**src/rtl/afe_pin_regs.svh**
```systemverilog
// constants for the analog front end pin interface
// Function
// - low done pulse after every conversion
// - done idles high or floats per select
// - pulse half sample period, repeats at rate
// - done pulses regardless of serial activity
// - two-wire: done and clock pins are gain straps
// - straps sampled on two-wire entry and watchdog
// - external clock: crystal return pin selects mode
// - mode captured after any reset, then held
// - external clock disables the crystal oscillator
// - chip select frames transfers; high ignores traffic
// - master reset low blocks all transactions
// - sample input on rise, drive output on fall
// - serial clock may idle low or high
// - data out floats except during read data or a two-wire frame
// - two-wire sends one frame per data ready
// - command is read or write; reads ignore input
// - bitstream output enabled disables done output
// - master reset idles serial port, clears dividers and buffer
// - two-wire: master reset pin is ratio strap
`ifndef AFE_PIN_REGS_SVH
`define AFE_PIN_REGS_SVH
`define AFE_CMD_W 8
`define AFE_WORD_W 24
`define AFE_READ_BIT 0
`define AFE_SAMPLE_DIV 4
`define AFE_OSR_MIN 32
`define AFE_SYNC_N 7
`define AFE_STRAP_RST 5'h00
`define AFE_MODE_RST 1'h0
`endif

```
**src/rtl/afe_pin_pkg.sv**
```systemverilog
// types shared by the analog front end pin interface
package afe_pin_pkg;
  typedef enum {AFE_MODE_SPI, AFE_MODE_TWO} afe_mode_t;
  typedef enum {ST_IDLE, ST_CMD, ST_READ, ST_WRITE, ST_FRAME} afe_st_t;
endpackage : afe_pin_pkg

```
**src/rtl/afe_fifo2.sv**
```systemverilog
// two-entry buffer with valid/ready on both sides
`timescale 1ns/1ps
`default_nettype none
module afe_fifo2 #(
  parameter int W = 24
) (
  input wire logic mclk, // clock
  input wire logic nrst, // async reset, active low
  input wire logic clr, // synchronous flush
  input wire logic in_valid, // writer offers a word
  output logic in_ready, // room for a word
  input wire logic [W-1:0] in_data, // word in
  output logic out_valid, // word available
  input wire logic out_ready, // reader takes a word
  output logic [W-1:0] out_data // oldest word
);
  logic [W-1:0] mem_q [2];
  logic [W-1:0] mem_d [2];
  logic [1:0] cnt_q, cnt_d;
  logic wp_q, wp_d, rp_q, rp_d;
  logic push, pop;

  // full and empty come straight from the count
  assign in_ready = (cnt_q != 2'h2);
  assign out_valid = (cnt_q != 2'h0);
  assign out_data = mem_q[rp_q];
  assign push = in_valid && in_ready;
  assign pop = out_valid && out_ready;

  // next pointers, count and storage
  always_comb begin
    mem_d = mem_q;
    wp_d = wp_q;
    rp_d = rp_q;
    cnt_d = cnt_q;
    if (clr) begin
      wp_d = 1'b0;
      rp_d = 1'b0;
      cnt_d = 2'h0;
    end else begin
      if (push) begin
        mem_d[wp_q] = in_data;
        wp_d = ~wp_q;
      end
      if (pop) begin
        rp_d = ~rp_q;
      end
      cnt_d = cnt_q + {1'b0, push} - {1'b0, pop};
    end
  end

  always_ff @(posedge mclk or negedge nrst) begin
    if (!nrst) begin
      mem_q[0] <= '0;
      mem_q[1] <= '0;
      wp_q <= 1'b0;
      rp_q <= 1'b0;
      cnt_q <= 2'h0;
    end else begin
      mem_q <= mem_d;
      wp_q <= wp_d;
      rp_q <= rp_d;
      cnt_q <= cnt_d;
    end
  end
endmodule : afe_fifo2
`default_nettype wire

```
**src/rtl/afe_pin_if.sv**
```systemverilog
// pin-level digital interface: done pulse, mode, straps, serial port
`timescale 1ns/1ps
`default_nettype none
`include "afe_pin_regs.svh"
module afe_pin_if
  import afe_pin_pkg::*;
#(
  parameter int WORD_W = `AFE_WORD_W
) (
  input wire logic mclk, // master clock, 40 MHz
  input wire logic nrst, // power-on reset, active low
  input wire logic mreset_pin, // master reset / ratio strap lo pin
  input wire logic sck_pin, // serial clock pin
  input wire logic cs_n_pin, // chip select / bias strap pin
  input wire logic sdi_pin, // data in / ratio strap hi pin
  output logic sdo_o, // data out level
  output logic sdo_oe, // data out enable
  input wire logic done_pin_i, // done pin read back (gain hi strap)
  output logic conversion_done_n, // done pin level, active low
  output logic conversion_done_oe, // done pin enable
  input wire logic clock_input_pin, // clock input pin level (gain lo)
  input wire logic crystal_return_pin, // mode select pin
  input wire logic external_clock_sel, // 1: external clock
  output logic osc_enable, // crystal oscillator enable
  input wire logic done_idle_drive_sel, // 1: done idles driven high
  input wire logic bitstream_out_enable, // modulator output enabled
  input wire logic wdt_reset, // watchdog reset pulse
  input wire logic [1:0] pre_sel, // prescale 1,2,4,8
  input wire logic [2:0] osr_sel, // ratio 32 << osr_sel
  input wire logic res_valid, // conversion result offered
  output logic res_ready, // buffer has room
  input wire logic [WORD_W-1:0] res_data, // conversion result
  output logic conv_evt, // one-cycle end of conversion
  output logic [`AFE_CMD_W-1:0] cmd_q, // last command byte
  output logic cmd_valid, // one-cycle command taken
  output logic [7:0] wr_byte_q, // written data byte
  output logic wr_byte_valid, // one-cycle byte taken
  output logic two_wire_mode, // captured interface mode
  output logic gain_strap_hi, // latched strap
  output logic gain_strap_lo, // latched strap
  output logic bias_strap_a, // latched strap
  output logic ratio_strap_hi, // latched strap
  output logic ratio_strap_lo // latched strap
);
  localparam int SN = `AFE_SYNC_N;
  localparam int BW = $clog2(WORD_W + 1);

  // two-stage synchronisers for every pin input
  logic [SN-1:0] pin_raw, sync1_q, sync2_q;
  assign pin_raw = {mreset_pin, sck_pin, cs_n_pin, sdi_pin, done_pin_i,
                    clock_input_pin, crystal_return_pin};
  genvar gi;
  generate
    for (gi = 0; gi < SN; gi++) begin : g_sync
      always_ff @(posedge mclk or negedge nrst) begin
        if (!nrst) begin
          sync1_q[gi] <= 1'b1;
          sync2_q[gi] <= 1'b1;
        end else begin
          sync1_q[gi] <= pin_raw[gi];
          sync2_q[gi] <= sync1_q[gi];
        end
      end
    end
  endgenerate
  logic s_mrst, s_sck, s_cs_n, s_sdi, s_done, s_clki, s_mode;
  assign {s_mrst, s_sck, s_cs_n, s_sdi, s_done, s_clki, s_mode} = sync2_q;

  // mode capture and straps
  logic mode_q, mode_d, mode_prev_q;
  logic [2:0] cap_pend_q, cap_pend_d;
  logic [4:0] strap_q, strap_d;
  logic mode_cap, strap_cap, spi, hold;
  assign spi = (mode_q == 1'b0);
  assign hold = spi && !s_mrst;
  // capture waits two edges so the synchronisers hold the real pin level
  assign mode_cap = (cap_pend_q == 3'h1) || wdt_reset || hold;
  assign strap_cap = !spi && (!mode_prev_q || wdt_reset);

  always_comb begin
    cap_pend_d = {1'b0, cap_pend_q[2:1]};
    mode_d = mode_q;
    strap_d = strap_q;
    if (mode_cap) begin
      mode_d = external_clock_sel && s_mode;
    end
    if (strap_cap) begin
      // gain from done and clock pins, ratio lo from reset pin
      strap_d = {s_done, s_clki, s_cs_n, s_sdi, s_mrst};
    end
  end

  always_ff @(posedge mclk or negedge nrst) begin
    if (!nrst) begin
      cap_pend_q <= 3'h7;
      mode_q <= `AFE_MODE_RST;
      mode_prev_q <= `AFE_MODE_RST;
      strap_q <= `AFE_STRAP_RST;
    end else begin
      cap_pend_q <= cap_pend_d;
      mode_q <= mode_d;
      mode_prev_q <= !spi;
      strap_q <= strap_d;
    end
  end
  assign two_wire_mode = mode_q;
  assign {gain_strap_hi, gain_strap_lo, bias_strap_a, ratio_strap_hi,
          ratio_strap_lo} = strap_q;
  assign osc_enable = !external_clock_sel;

  // rate dividers: sample tick, conversion tick, half-sample pulse
  logic [5:0] div_q, div_d, div_top;
  logic [11:0] osr_q, osr_d, osr_top;
  logic [4:0] pw_q, pw_d;
  logic done_n_q, done_n_d, dm_tick, evt_q, evt_d;
  assign div_top = 6'(`AFE_SAMPLE_DIV << pre_sel) - 6'h01;
  assign osr_top = 12'(`AFE_OSR_MIN << osr_sel) - 12'h001;
  assign dm_tick = (div_q >= div_top);

  // runs with no regard to the serial port; only reset stops it
  always_comb begin
    div_d = dm_tick ? 6'h00 : div_q + 6'h01;
    osr_d = osr_q;
    evt_d = 1'b0;
    pw_d = (pw_q != 5'h00) ? pw_q - 5'h01 : 5'h00;
    if (dm_tick) begin
      if (osr_q >= osr_top) begin
        osr_d = 12'h000;
        evt_d = 1'b1;
        pw_d = 5'(2 << pre_sel);
      end else begin
        osr_d = osr_q + 12'h001;
      end
    end
    if (hold) begin
      div_d = 6'h00;
      osr_d = 12'h000;
      pw_d = 5'h00;
      evt_d = 1'b0;
    end
    done_n_d = (pw_d == 5'h00);
  end

  always_ff @(posedge mclk or negedge nrst) begin
    if (!nrst) begin
      div_q <= 6'h00;
      osr_q <= 12'h000;
      pw_q <= 5'h00;
      done_n_q <= 1'b1;
      evt_q <= 1'b0;
    end else begin
      div_q <= div_d;
      osr_q <= osr_d;
      pw_q <= pw_d;
      done_n_q <= done_n_d;
      evt_q <= evt_d;
    end
  end
  assign conv_evt = evt_q;
  assign conversion_done_n = done_n_q;
  // pin belongs to the strap in two-wire mode; idle drive per select
  assign conversion_done_oe = spi && !bitstream_out_enable &&
                              (!done_n_q || done_idle_drive_sel);

  // result buffer between converter and serial port
  logic pop;
  logic buf_valid;
  logic [WORD_W-1:0] buf_data;
  afe_fifo2 #(.W(WORD_W)) u_buf (
    .mclk(mclk),
    .nrst(nrst),
    .clr(hold),
    .in_valid(res_valid),
    .in_ready(res_ready),
    .in_data(res_data),
    .out_valid(buf_valid),
    .out_ready(pop),
    .out_data(buf_data)
  );

  // serial engine, sck edges seen through the synchroniser
  afe_st_t st_q, st_d;
  logic sck_prev_q, rise, fall, cs_act;
  logic [BW-1:0] bit_q, bit_d;
  logic [WORD_W-1:0] sh_q, sh_d;
  logic [`AFE_CMD_W-1:0] cmd_d;
  logic [7:0] wb_d;
  logic sdo_q, sdo_d, cmdv_d, cmdv_q, wbv_d, wbv_q;
  // both idle levels work since only edges are used
  assign rise = s_sck && !sck_prev_q;
  assign fall = !s_sck && sck_prev_q;
  assign cs_act = spi && !s_cs_n && s_mrst;

  always_comb begin
    st_d = st_q;
    bit_d = bit_q;
    sh_d = sh_q;
    cmd_d = cmd_q;
    wb_d = wr_byte_q;
    sdo_d = sdo_q;
    cmdv_d = 1'b0;
    wbv_d = 1'b0;
    pop = 1'b0;
    case (st_q)
      ST_IDLE: begin
        bit_d = '0;
        if (!spi && evt_q) begin
          st_d = ST_FRAME;
          sh_d = buf_valid ? buf_data : '0;
          pop = buf_valid;
          bit_d = BW'(WORD_W);
        end else if (cs_act) begin
          st_d = ST_CMD;
        end
      end
      ST_CMD: begin
        if (rise) begin
          cmd_d = {cmd_q[`AFE_CMD_W-2:0], s_sdi};
          bit_d = bit_q + BW'(1);
          if (bit_q == BW'(`AFE_CMD_W - 1)) begin
            cmdv_d = 1'b1;
            bit_d = '0;
            if (s_sdi == 1'b1 && `AFE_READ_BIT == 0) begin
              st_d = ST_READ;
              sh_d = buf_valid ? buf_data : '0;
              pop = buf_valid;
            end else begin
              st_d = ST_WRITE;
            end
          end
        end
      end
      ST_READ: begin
        if (fall) begin
          // sdi is not looked at while reading
          sdo_d = sh_q[WORD_W-1];
          sh_d = {sh_q[WORD_W-2:0], 1'b0};
          bit_d = bit_q + BW'(1);
          if (bit_q == BW'(WORD_W - 1)) begin
            bit_d = '0;
            sh_d = buf_valid ? buf_data : '0;
            pop = buf_valid;
          end
        end
      end
      ST_WRITE: begin
        if (rise) begin
          wb_d = {wr_byte_q[6:0], s_sdi};
          bit_d = (bit_q == BW'(7)) ? '0 : bit_q + BW'(1);
          wbv_d = (bit_q == BW'(7));
        end
      end
      ST_FRAME: begin
        // clock pin is the master clock here, one bit per cycle
        sdo_d = sh_q[WORD_W-1];
        sh_d = {sh_q[WORD_W-2:0], 1'b0};
        bit_d = bit_q - BW'(1);
        if (bit_q == '0) begin
          st_d = ST_IDLE;
        end
      end
      default: st_d = ST_IDLE;
    endcase
    if (spi && st_q != ST_IDLE && !cs_act) begin
      st_d = ST_IDLE;
    end
    if (!spi && st_q != ST_IDLE && st_q != ST_FRAME) begin
      st_d = ST_IDLE;
    end
  end

  always_ff @(posedge mclk or negedge nrst) begin
    if (!nrst) begin
      st_q <= ST_IDLE;
      sck_prev_q <= 1'b1; // same as synchroniser reset, no false edge
      bit_q <= '0;
      sh_q <= '0;
      cmd_q <= '0;
      wr_byte_q <= 8'h00;
      sdo_q <= 1'b0;
      cmdv_q <= 1'b0;
      wbv_q <= 1'b0;
    end else begin
      st_q <= st_d;
      sck_prev_q <= s_sck;
      bit_q <= bit_d;
      sh_q <= sh_d;
      cmd_q <= cmd_d;
      wr_byte_q <= wb_d;
      sdo_q <= sdo_d;
      cmdv_q <= cmdv_d;
      wbv_q <= wbv_d;
    end
  end
  assign cmd_valid = cmdv_q;
  assign wr_byte_valid = wbv_q;
  assign sdo_o = sdo_q;
  // drives only in read data or a two-wire frame
  assign sdo_oe = (st_q == ST_READ && cs_act) ||
                  (st_q == ST_FRAME);
endmodule : afe_pin_if
`default_nettype wire

```
**config.mk**
```make
export PLATFORM = sky130hd
export DESIGN_NAME = afe_pin_if
export DESIGN_NICKNAME = d
export VERILOG_FILES = /design/src/rtl/afe_pin_pkg.sv /design/src/rtl/afe_fifo2.sv /design/src/rtl/afe_pin_if.sv
export VERILOG_INCLUDE_DIRS = /design/src /design/src/rtl
export SDC_FILE = /design/constraint.sdc
export NUM_CORES = 1
export LEC_CHECK = 0
export BUFFER_PORTS_ARGS = -buffer_cell sky130_fd_sc_hd__clkbuf_2
export CORE_MARGIN = 2
export CORE_UTILIZATION = 33
export CTS_CLUSTER_SIZE = 16
export DETAILED_ROUTE_END_ITERATION = 7
export SYNTH_ARGS = -nofsm -noshare
export SYNTH_HDL_FRONTEND = slang
export SYNTH_SLANG_ARGS = --single-unit
```
**constraint.sdc**
```tcl
create_clock -name mclk -period 5.03 [get_ports mclk]
set_input_delay 0.7545 -clock mclk [delete_from_list [all_inputs] [get_ports mclk]]
set_output_delay 0.7545 -clock mclk [all_outputs]
set_load 0.02 [all_outputs]
```
==> run_results.csv, run 1 <==
group,metric,value,unit
synth,yosys.area_share.simple,13.1,%
synth,synthAdderAreaFrac,3.28,%
synth,yosys.area.top_type,"dfrtp_1",
sta,finalClockSkew,10.1,ps
clock_tree,cts_buffers,17,
setup_path,crit_path_end_kind,"register",
placed_design,hpwl,9460,um
sta,finalCritPeriodShare,66.5,%
synth,synthMuxAreaShare,14.4,%
floorplanning,ios,74,
power,p_per_area,523,mW/mm2
routing,wl_per_cell,14.2,um
sta,finalHoldViolations,0,
final_layout,fill_cells,2146,
setup_path,slowest_stage,"nor2_1",
grt,grt_max_degree,82,
setup_path,cp.required,5390,ps
synth,synth.distinct_cells,59,
routing,vias,5022,
clock_tree,ctsRootBufferMaster,"clkbuf_16",
sta,finalSetupViolCount,0,
synth,async_flop_share,100,%
routing,drt_iter0_drc,255,
run_status,outcome,"complete, no violations",
run,cap_violations,0,
synth,yosysTopAreaCellShare,46.2,%
final_layout,antennaDiodeCount,0,
grt,grt_pass1_wl,25000,um
sta,tightest_slew,937,ps
setup_path,cp_max_fo,13,
clock_tree,hold_buffers,0,
synth,synth_edf_count,0,
setup_path,crit_chain,"clkbuf_2 > or3_1 > ha_1 > nor3_1 > a21o_1 > a21oi_1 > ha_1 > a211o_1 > a21oi_1 > o211ai_1 > nor2_1 > a22o_1",
clock_tree,cts_tree,"yes",
routing,final_antenna_net_count,0,
floorplanning,rows,54,
synth,syn-cell-area,0.00726,mm2
final_layout,drive_above_1_share,28.4,%
floorplanning,start_util,33.5,%
clock_tree,clk_pin_slew,60,ps
floorplanning,fp.dieH,152,um
clock_tree,clk_latency,420,ps
power,ir_worst_vdd,0.173,mV
final_layout,syn_to_final_growth,16.9,%
grt,grt_pass1_vias,5035,
synth,synth_area_per_cell,11.1,um2
synth,yosysWarnings,0,
setup_path,crit_arrival,3700,ps
clock_tree,cts.sinks,153,
placed_design,port_buffers,73,
synth,synth_xor_area_share,1.33,%
routing,dr.pass1.iters,4,
clock_tree,htree_num_levels,4,
worst_hold_path,hold_class,"reg -> reg",
synth,synthesis.nets,716,
sta,fin_crit,3350,ps
sta,final.setup.tns,0,ps
floorplanning,die_w,152,um
synth,synth-main-ff-cell,"dfrtp_1",
setup_path,crit_path_start_kind,"primary input",
synth,yosysSeqAreaShare,53.1,%
grt,antenna_found_initial,0,
final_layout,final_core_util,39.1,%
setup_path,crit_type,"in -> reg",
clock_tree,cts_setup_buffers,0,
sta,slew_viol_final,0,
routing,drcViolationCount,0,
clock_tree,cts.repair.resized,0,
sta,max_slew_margin,37.3,%
grt,globalRoute.totalOverflow,0,
synth,synth_compound_area_share,11.3,%
synth,syn-instance-count,654,
clock_tree,clockBufferDepth,2,
routing,wl,14400,um
final_layout,fin_nets,782,
synth,synthTopCellsByArea,"dfrtp_1 (46%), mux2_2 (9.5%), dfstp_2 (6.9%)",
power,p_leak,3.75,nW
routing,vias_per_cell,4.96,
placed_design,gp_congestion,0.782,
setup_path,critPathMaxStageDelay,440,ps
floorplanning,core,0.0217,mm2
floorplanning,dieArea,0.0232,mm2
synth,ys_ff_latch,153,
grt,grt_use_total,13.2,%
sta,timing.fmax,0.299,GHz
sta,rsz0062_at_grt,"no",
synth,synth_top_family_by_area,"multiplexers",
## synthesized netlist by cell type (all sizes together), types with 3 or more instances
cell type,n
a211oi,5
a21o,5
a21oi,64
a22o,5
and2,4
and3,3
and4,3
buf,23
clkbuf,12
dfrtp,134
dfstp,19
ha,19
inv,18
mux2,68
mux2i,25
nand2,29
nand2b,7
nand3,13
nand3b,3
nand4,3
nor2,54
nor2b,8
nor3,41
nor3b,3
o21a,5
o21ai,26
o31ai,10
or2,3
or3b,5
xnor2,6
xor2,5
## kinds of logic (layout without fill, tap and decap cells)
group,Yosys count,count (layout)
other,1,1
AND/OR/NAND/NOR,188,188
flip-flops,153,153
AO/OA/AOI/OAI,136,136
XOR/XNOR,11,11
adder cells (fa/ha/maj),19,19
buffers and inverters,53,132
multiplexers,93,93
## cell usage in the layout, fill, tap and decap left out, drive strengths merged, types with 4 or more instances in the layout
master    n
dfrtp   134
clkbuf   91
mux2     68
a21oi    64
nor2     54
nor3     41
nand2    29
o21ai    26
mux2i    25
inv      21
ha       19
dfstp    19
nand3    13
o31ai    10
buf      10
nor2b     8
nand2b    7
xnor2     6
a21o      5
o21a      5
a211oi    5
xor2      5
a22o      5
or3b      5
and2      4
clkinv    4
## per-stage QoR
step	setup WS [ps]	hold slack, ps	instances	power [W]	area [um2]
5_1_grt	1490	358	1013	0.00477	8480
4_1_cts	1700	354	1013	0.00451	8480
3_3_place_gp	1280	346	981	0.00313	7880
3_5_place_dp	1250	347	981	0.00317	7880
2_1_floorplan	1810	345	654	0.00285	7260
6_report	1680	354	1013	0.00443	8480
## final cells by class
class,count,area (um2),share of cell area (%)
clock buffers,19,433,5.10
flip-flops and latches,153,3850,45.4
repair buffers,82,439,5.18
inverters,18,67.6,0.796
multi-input cells,448,3170,37.4
well taps,280,350,4.13
clock inverters,13,169,1.99
## flip-flops by register name, summed over array words and instances (netlist names), 2 cells and up
signal and count:
cap_pend_q 3, strap_q 5, u_buf.mem_q 48, pw_q 5
wr_byte_q 8, cmd_q 8, sh_q 24, bit_q 5
div_q 6, osr_q 12, sync1_q 7, u_buf.cnt_q 2
st_q 3
## worst max-delay path: cells and delay by family
family / cells / cell delay [ps]
fa+ha+maj: 2 / 570
compound gates: 6 / 1250
buf+inv: 1 / 120
simple gates: 3 / 1000
## power breakdown
group          leakage (nW)  total, W  internal, W  switching, W
Combinational          1.59   0.00123     0.000588      0.000637
Sequential             1.88   0.00190      0.00164      0.000264
Clock                 0.282   0.00131     0.000786      0.000523
Total                  3.75   0.00443      0.00301       0.00142
## path summary, 6_finish.rpt
path | start | to | slack (ps) | cells after the start
max in group asynchronous | nrst | sync1_q[5] | 3670 | 2
worst min register to register | sync1_q[6] | s_mrst | 350 | 0
worst max register to register | st_q[0] | u_buf.cnt_q[1] | 2160 | 9
worst min-delay path | sync1_q[6] | s_mrst | 350 | 0
worst max-delay path | osr_sel[0] | osr_q[9] | 1680 | 12
min in group asynchronous | nrst | cmd_q[4] | 370 | 1
## layer usage
layer  wire, um  global-route usage (%)  vias to the layer above
met2       6730                    20.7                       73
li1           -                       -                     2466
met3        540                    3.33                       17
met5          0                       0                        -
met4        257                    5.21                        0
met1       6890                    17.4                     2466
Power figures use the tool's default switching activity.
==> run 2, diff against run 1 <==
--- a/config.mk
+++ b/config.mk
@@ -6,6 +6,7 @@
 export SDC_FILE = /design/constraint.sdc
 export NUM_CORES = 1
 export LEC_CHECK = 0
+export ABC_AREA = 1
 export BUFFER_PORTS_ARGS = -buffer_cell sky130_fd_sc_hd__clkbuf_2
 export CORE_MARGIN = 2
 export CORE_UTILIZATION = 33
==> constraint.sdc (replaced) <==
create_clock -name mclk -period 2.7 [get_ports mclk]
set_input_delay 0.405 -clock mclk [delete_from_list [all_inputs] [get_ports mclk]]
set_output_delay 0.405 -clock mclk [all_outputs]
set_load 0.02 [all_outputs]
==> run_results.csv, run 2 <==
group,metric,value,unit
clock_tree,cts_setup_buffers,0,
final_layout,antennaDiodeCount,0,
power,total_power,0.00807,W
placed_design,gp_congestion,0.800,
floorplanning,core,0.0218,mm2
placed_design,dp_cells,1215,
sta,finalHoldViolations,0,
routing,drcViolationCount,0,
routing,vias_per_cell,4.57,
setup_path,r2r_cells,11,
clock_tree,clk_latency,420,ps
power,power_frac_seq,42.6,%
floorplanning,die_w,153,um
routing,met1Wirelength,7250,um
final_layout,largest_reg_flops,48,
synth,synth.distinct_cells,38,
setup_path,crit_arrival,2710,ps
routing,wl,15400,um
power,p_per_area,936,mW/mm2
final_layout,final_cell_mix,"nand2_1 (270), dfrtp_1 (134), inv_1 (95)",
final_layout,fin_cells,1248,
synth,yosysWarnings,0,
floorplanning,dieArea,0.0235,mm2
routing,vias,5698,
routing,top_layer,"met4",
setup_path,cp.required,3060,ps
clock_tree,clk_pin_slew,60,ps
grt,grt_pass1_vias,5416,
synth,yosysTopAreaCellShare,45.6,%
floorplanning,rows,54,
final_layout,largest_registers,"u_buf.mem_q (48), sh_q (24), osr_q (12)",
power,combPwrFrac,28.3,%
synth,yosysMostFrequentCell,"nand2_1",
routing,drt_iter0_drc,315,
placed_design,hpwl,10500,um
routing,dr.pass1.iters,5,
sta,slew_viol_final,0,
power,p_leak,4.46,nW
synth,synth-main-ff-cell,"dfrtp_1",
final_layout,syn_to_final_growth,17.4,%
clock_tree,htree_num_levels,4,
routing,final_antenna_net_count,0,
sta,timing.fmax,0.425,GHz
sta,finalSetupViolCount,0,
synth,ys_ff_latch,153,
power,pwr-share-clk,29.1,%
clock_tree,clockBufferDepth,2,
grt,antenna_found_initial,0,
synth,async_flop_share,100,%
synth,yosysSeqAreaShare,52.4,%
power,switching_share,35.1,%
placed_design,dp_slack,-82.7,ps
routing,dr_wl_met2,7540,um
power,internal-power,0.00523,W
synth,syn-cell-area,0.00735,mm2
setup_path,crit_path_start_kind,"primary input",
grt,grt_max_degree,64,
sta,rsz0062_at_grt,"no",
final_layout,regMostFlops,"u_buf.mem_q",
synth,ys_top_cells_by_count,"nand2_1 (270), dfrtp_1 (134), inv_1 (95)",
worst_hold_path,hold_class,"in -> reg",
final_layout,final_core_util,39.5,%
grt,globalRoute.totalOverflow,0,
final_layout,fin_nets,1017,
grt,grt_pass1_wl,26200,um
routing,wl_per_cell,12.3,um
final_layout,layout_commonest_cell,"nand2_1",
floorplanning,ios,74,
power,ir_worst_vdd,0.410,mV
synth,syn-instance-count,876,
sta,tightest_slew,752,ps
setup_path,crit_type,"in -> reg",
clock_tree,cts.sinks,153,
synth,synthesis.nets,938,
sta,fin_crit,2350,ps
sta,max_slew_margin,49.8,%
floorplanning,fp.dieH,153,um
run_status,outcome,"complete, no violations",
final_layout,fill_cells,2233,
run,cap_violations,0,
sta,finalCritPeriodShare,87.1,%
grt,grt_use_total,13.7,%
floorplanning,start_util,33.7,%
clock_tree,cts_buffers,17,
worst_hold_path,holdPathStages,1,
clock_tree,ctsRootBufferMaster,"clkbuf_16",
synth,synth_edf_count,0,
setup_path,cp_max_fo,6,
sta,finalClockSkew,8.09,ps
setup_path,crit_path_end_kind,"register",
sta,layout_setup_ws,348,ps
sta,holdWs,59.3,ps
synth,synthTopCellsByArea,"dfrtp_1 (46%), nand2_1 (14%), dfstp_2 (6.8%)",
routing,dr_wl_met3,399,um
final_layout,drive_above_1_share,19.2,%
placed_design,port_buffers,73,
power,switching_power,0.00283,W
synth,yosys.area.top_type,"dfrtp_1",
synth,synth_area_per_cell,8.39,um2
clock_tree,cts_tree,"yes",
## run 2: cell types whose count changed after synthesis, moves of 10 or more
cell	before	now
nand2_1	29	270
inv_1	18	95
o21ai_0	25	85
mux2_2	61	4
a21oi_1	64	20
nor3_1	40	2
nand3_1	13	41
mux2i_1	25	2
or2_2	3	20
o211ai_1	1	17
o21ai_1	1	12
buf_2	16	6
## run 2: metrics by stage
step,setup TNS [ps],area (um2)
6_report,0,8620
5_1_grt,0,8620
4_1_cts,0,8620
3_5_place_dp,-189,8030
3_3_place_gp,0,8030
2_1_floorplan,0,7350
## run 2: timing repair
item                      in CTS  in global routing
hold buffers                   1                  0
hold endpoints to repair      39                  0
gates resized for setup        0                  0
## run 2: cells by family after synthesis
| group | synth area share, % |
|---|---|
| AO/OA/AOI/OAI | 10.3 |
| AND/OR/NAND/NOR | 24.5 |
| buffers and inverters | 7.46 |
| multiplexers | 0.886 |
| other | 0.0510 |
| XOR/XNOR | 1.07 |
| adder cells (fa/ha/maj) | 3.24 |
| flip-flops | 52.4 |
## run 2: cell type report
class                           count  area [um2]  area share (%)
Clock inverter                     10         119            1.38
Timing Repair Buffer               86         497            5.76
Clock buffer                       22         464            5.38
Tap cell                          280         350            4.06
Sequential cell                   153        3850            44.7
Inverter                          105         394            4.57
Multi-Input combinational cell    592        2950            34.2
## run 2: routing by layer
layer  GRT usage, %  vias to the layer above
met2           23.0                       68
met3           2.84                       14
met4           4.67                        0
li1               -                     2957
met1           17.6                     2659
met5              0                        -
## run 2: critical path: stages
cell	delay, ps
clkbuf_2	100
nor2_1	130
inv_1	70
nor2_1	140
inv_1	60
ha_1	200
nand4_1	110
xor2_1	170
ha_1	260
nand2_1	80
inv_1	40
a21oi_1	140
nand3_1	210
nand2_1	230
nand2_1	80
nand3_1	100
nand3_1	80
nor2_1	90
## run 2: worst paths after layout
| path | start | endpoint | slack (ps) |
|---|---|---|---|
| setup reg to reg | s_sck | u_buf.cnt_q[1] | 390 |
| hold / removal | done_pin_i | sync1_q[2] | 60 |
| hold reg to reg | sync1_q[6] | s_mrst | 350 |
| min in group asynchronous | nrst | u_buf.mem_q[8] | 460 |
| setup / recovery | osr_sel[0] | conversion_done_n | 350 |
| max in group asynchronous | nrst | s_sdi | 1510 |
## run 2: power by group through the flow
stage          combinational, W  clock (W)  sequential, W
3_3_place_gp            0.00228          0        0.00346
5_1_grt                 0.00265    0.00251        0.00354
6_report                0.00228    0.00235        0.00344
2_1_floorplan           0.00161          0        0.00352
3_5_place_dp            0.00232          0        0.00347
4_1_cts                 0.00233    0.00241        0.00344
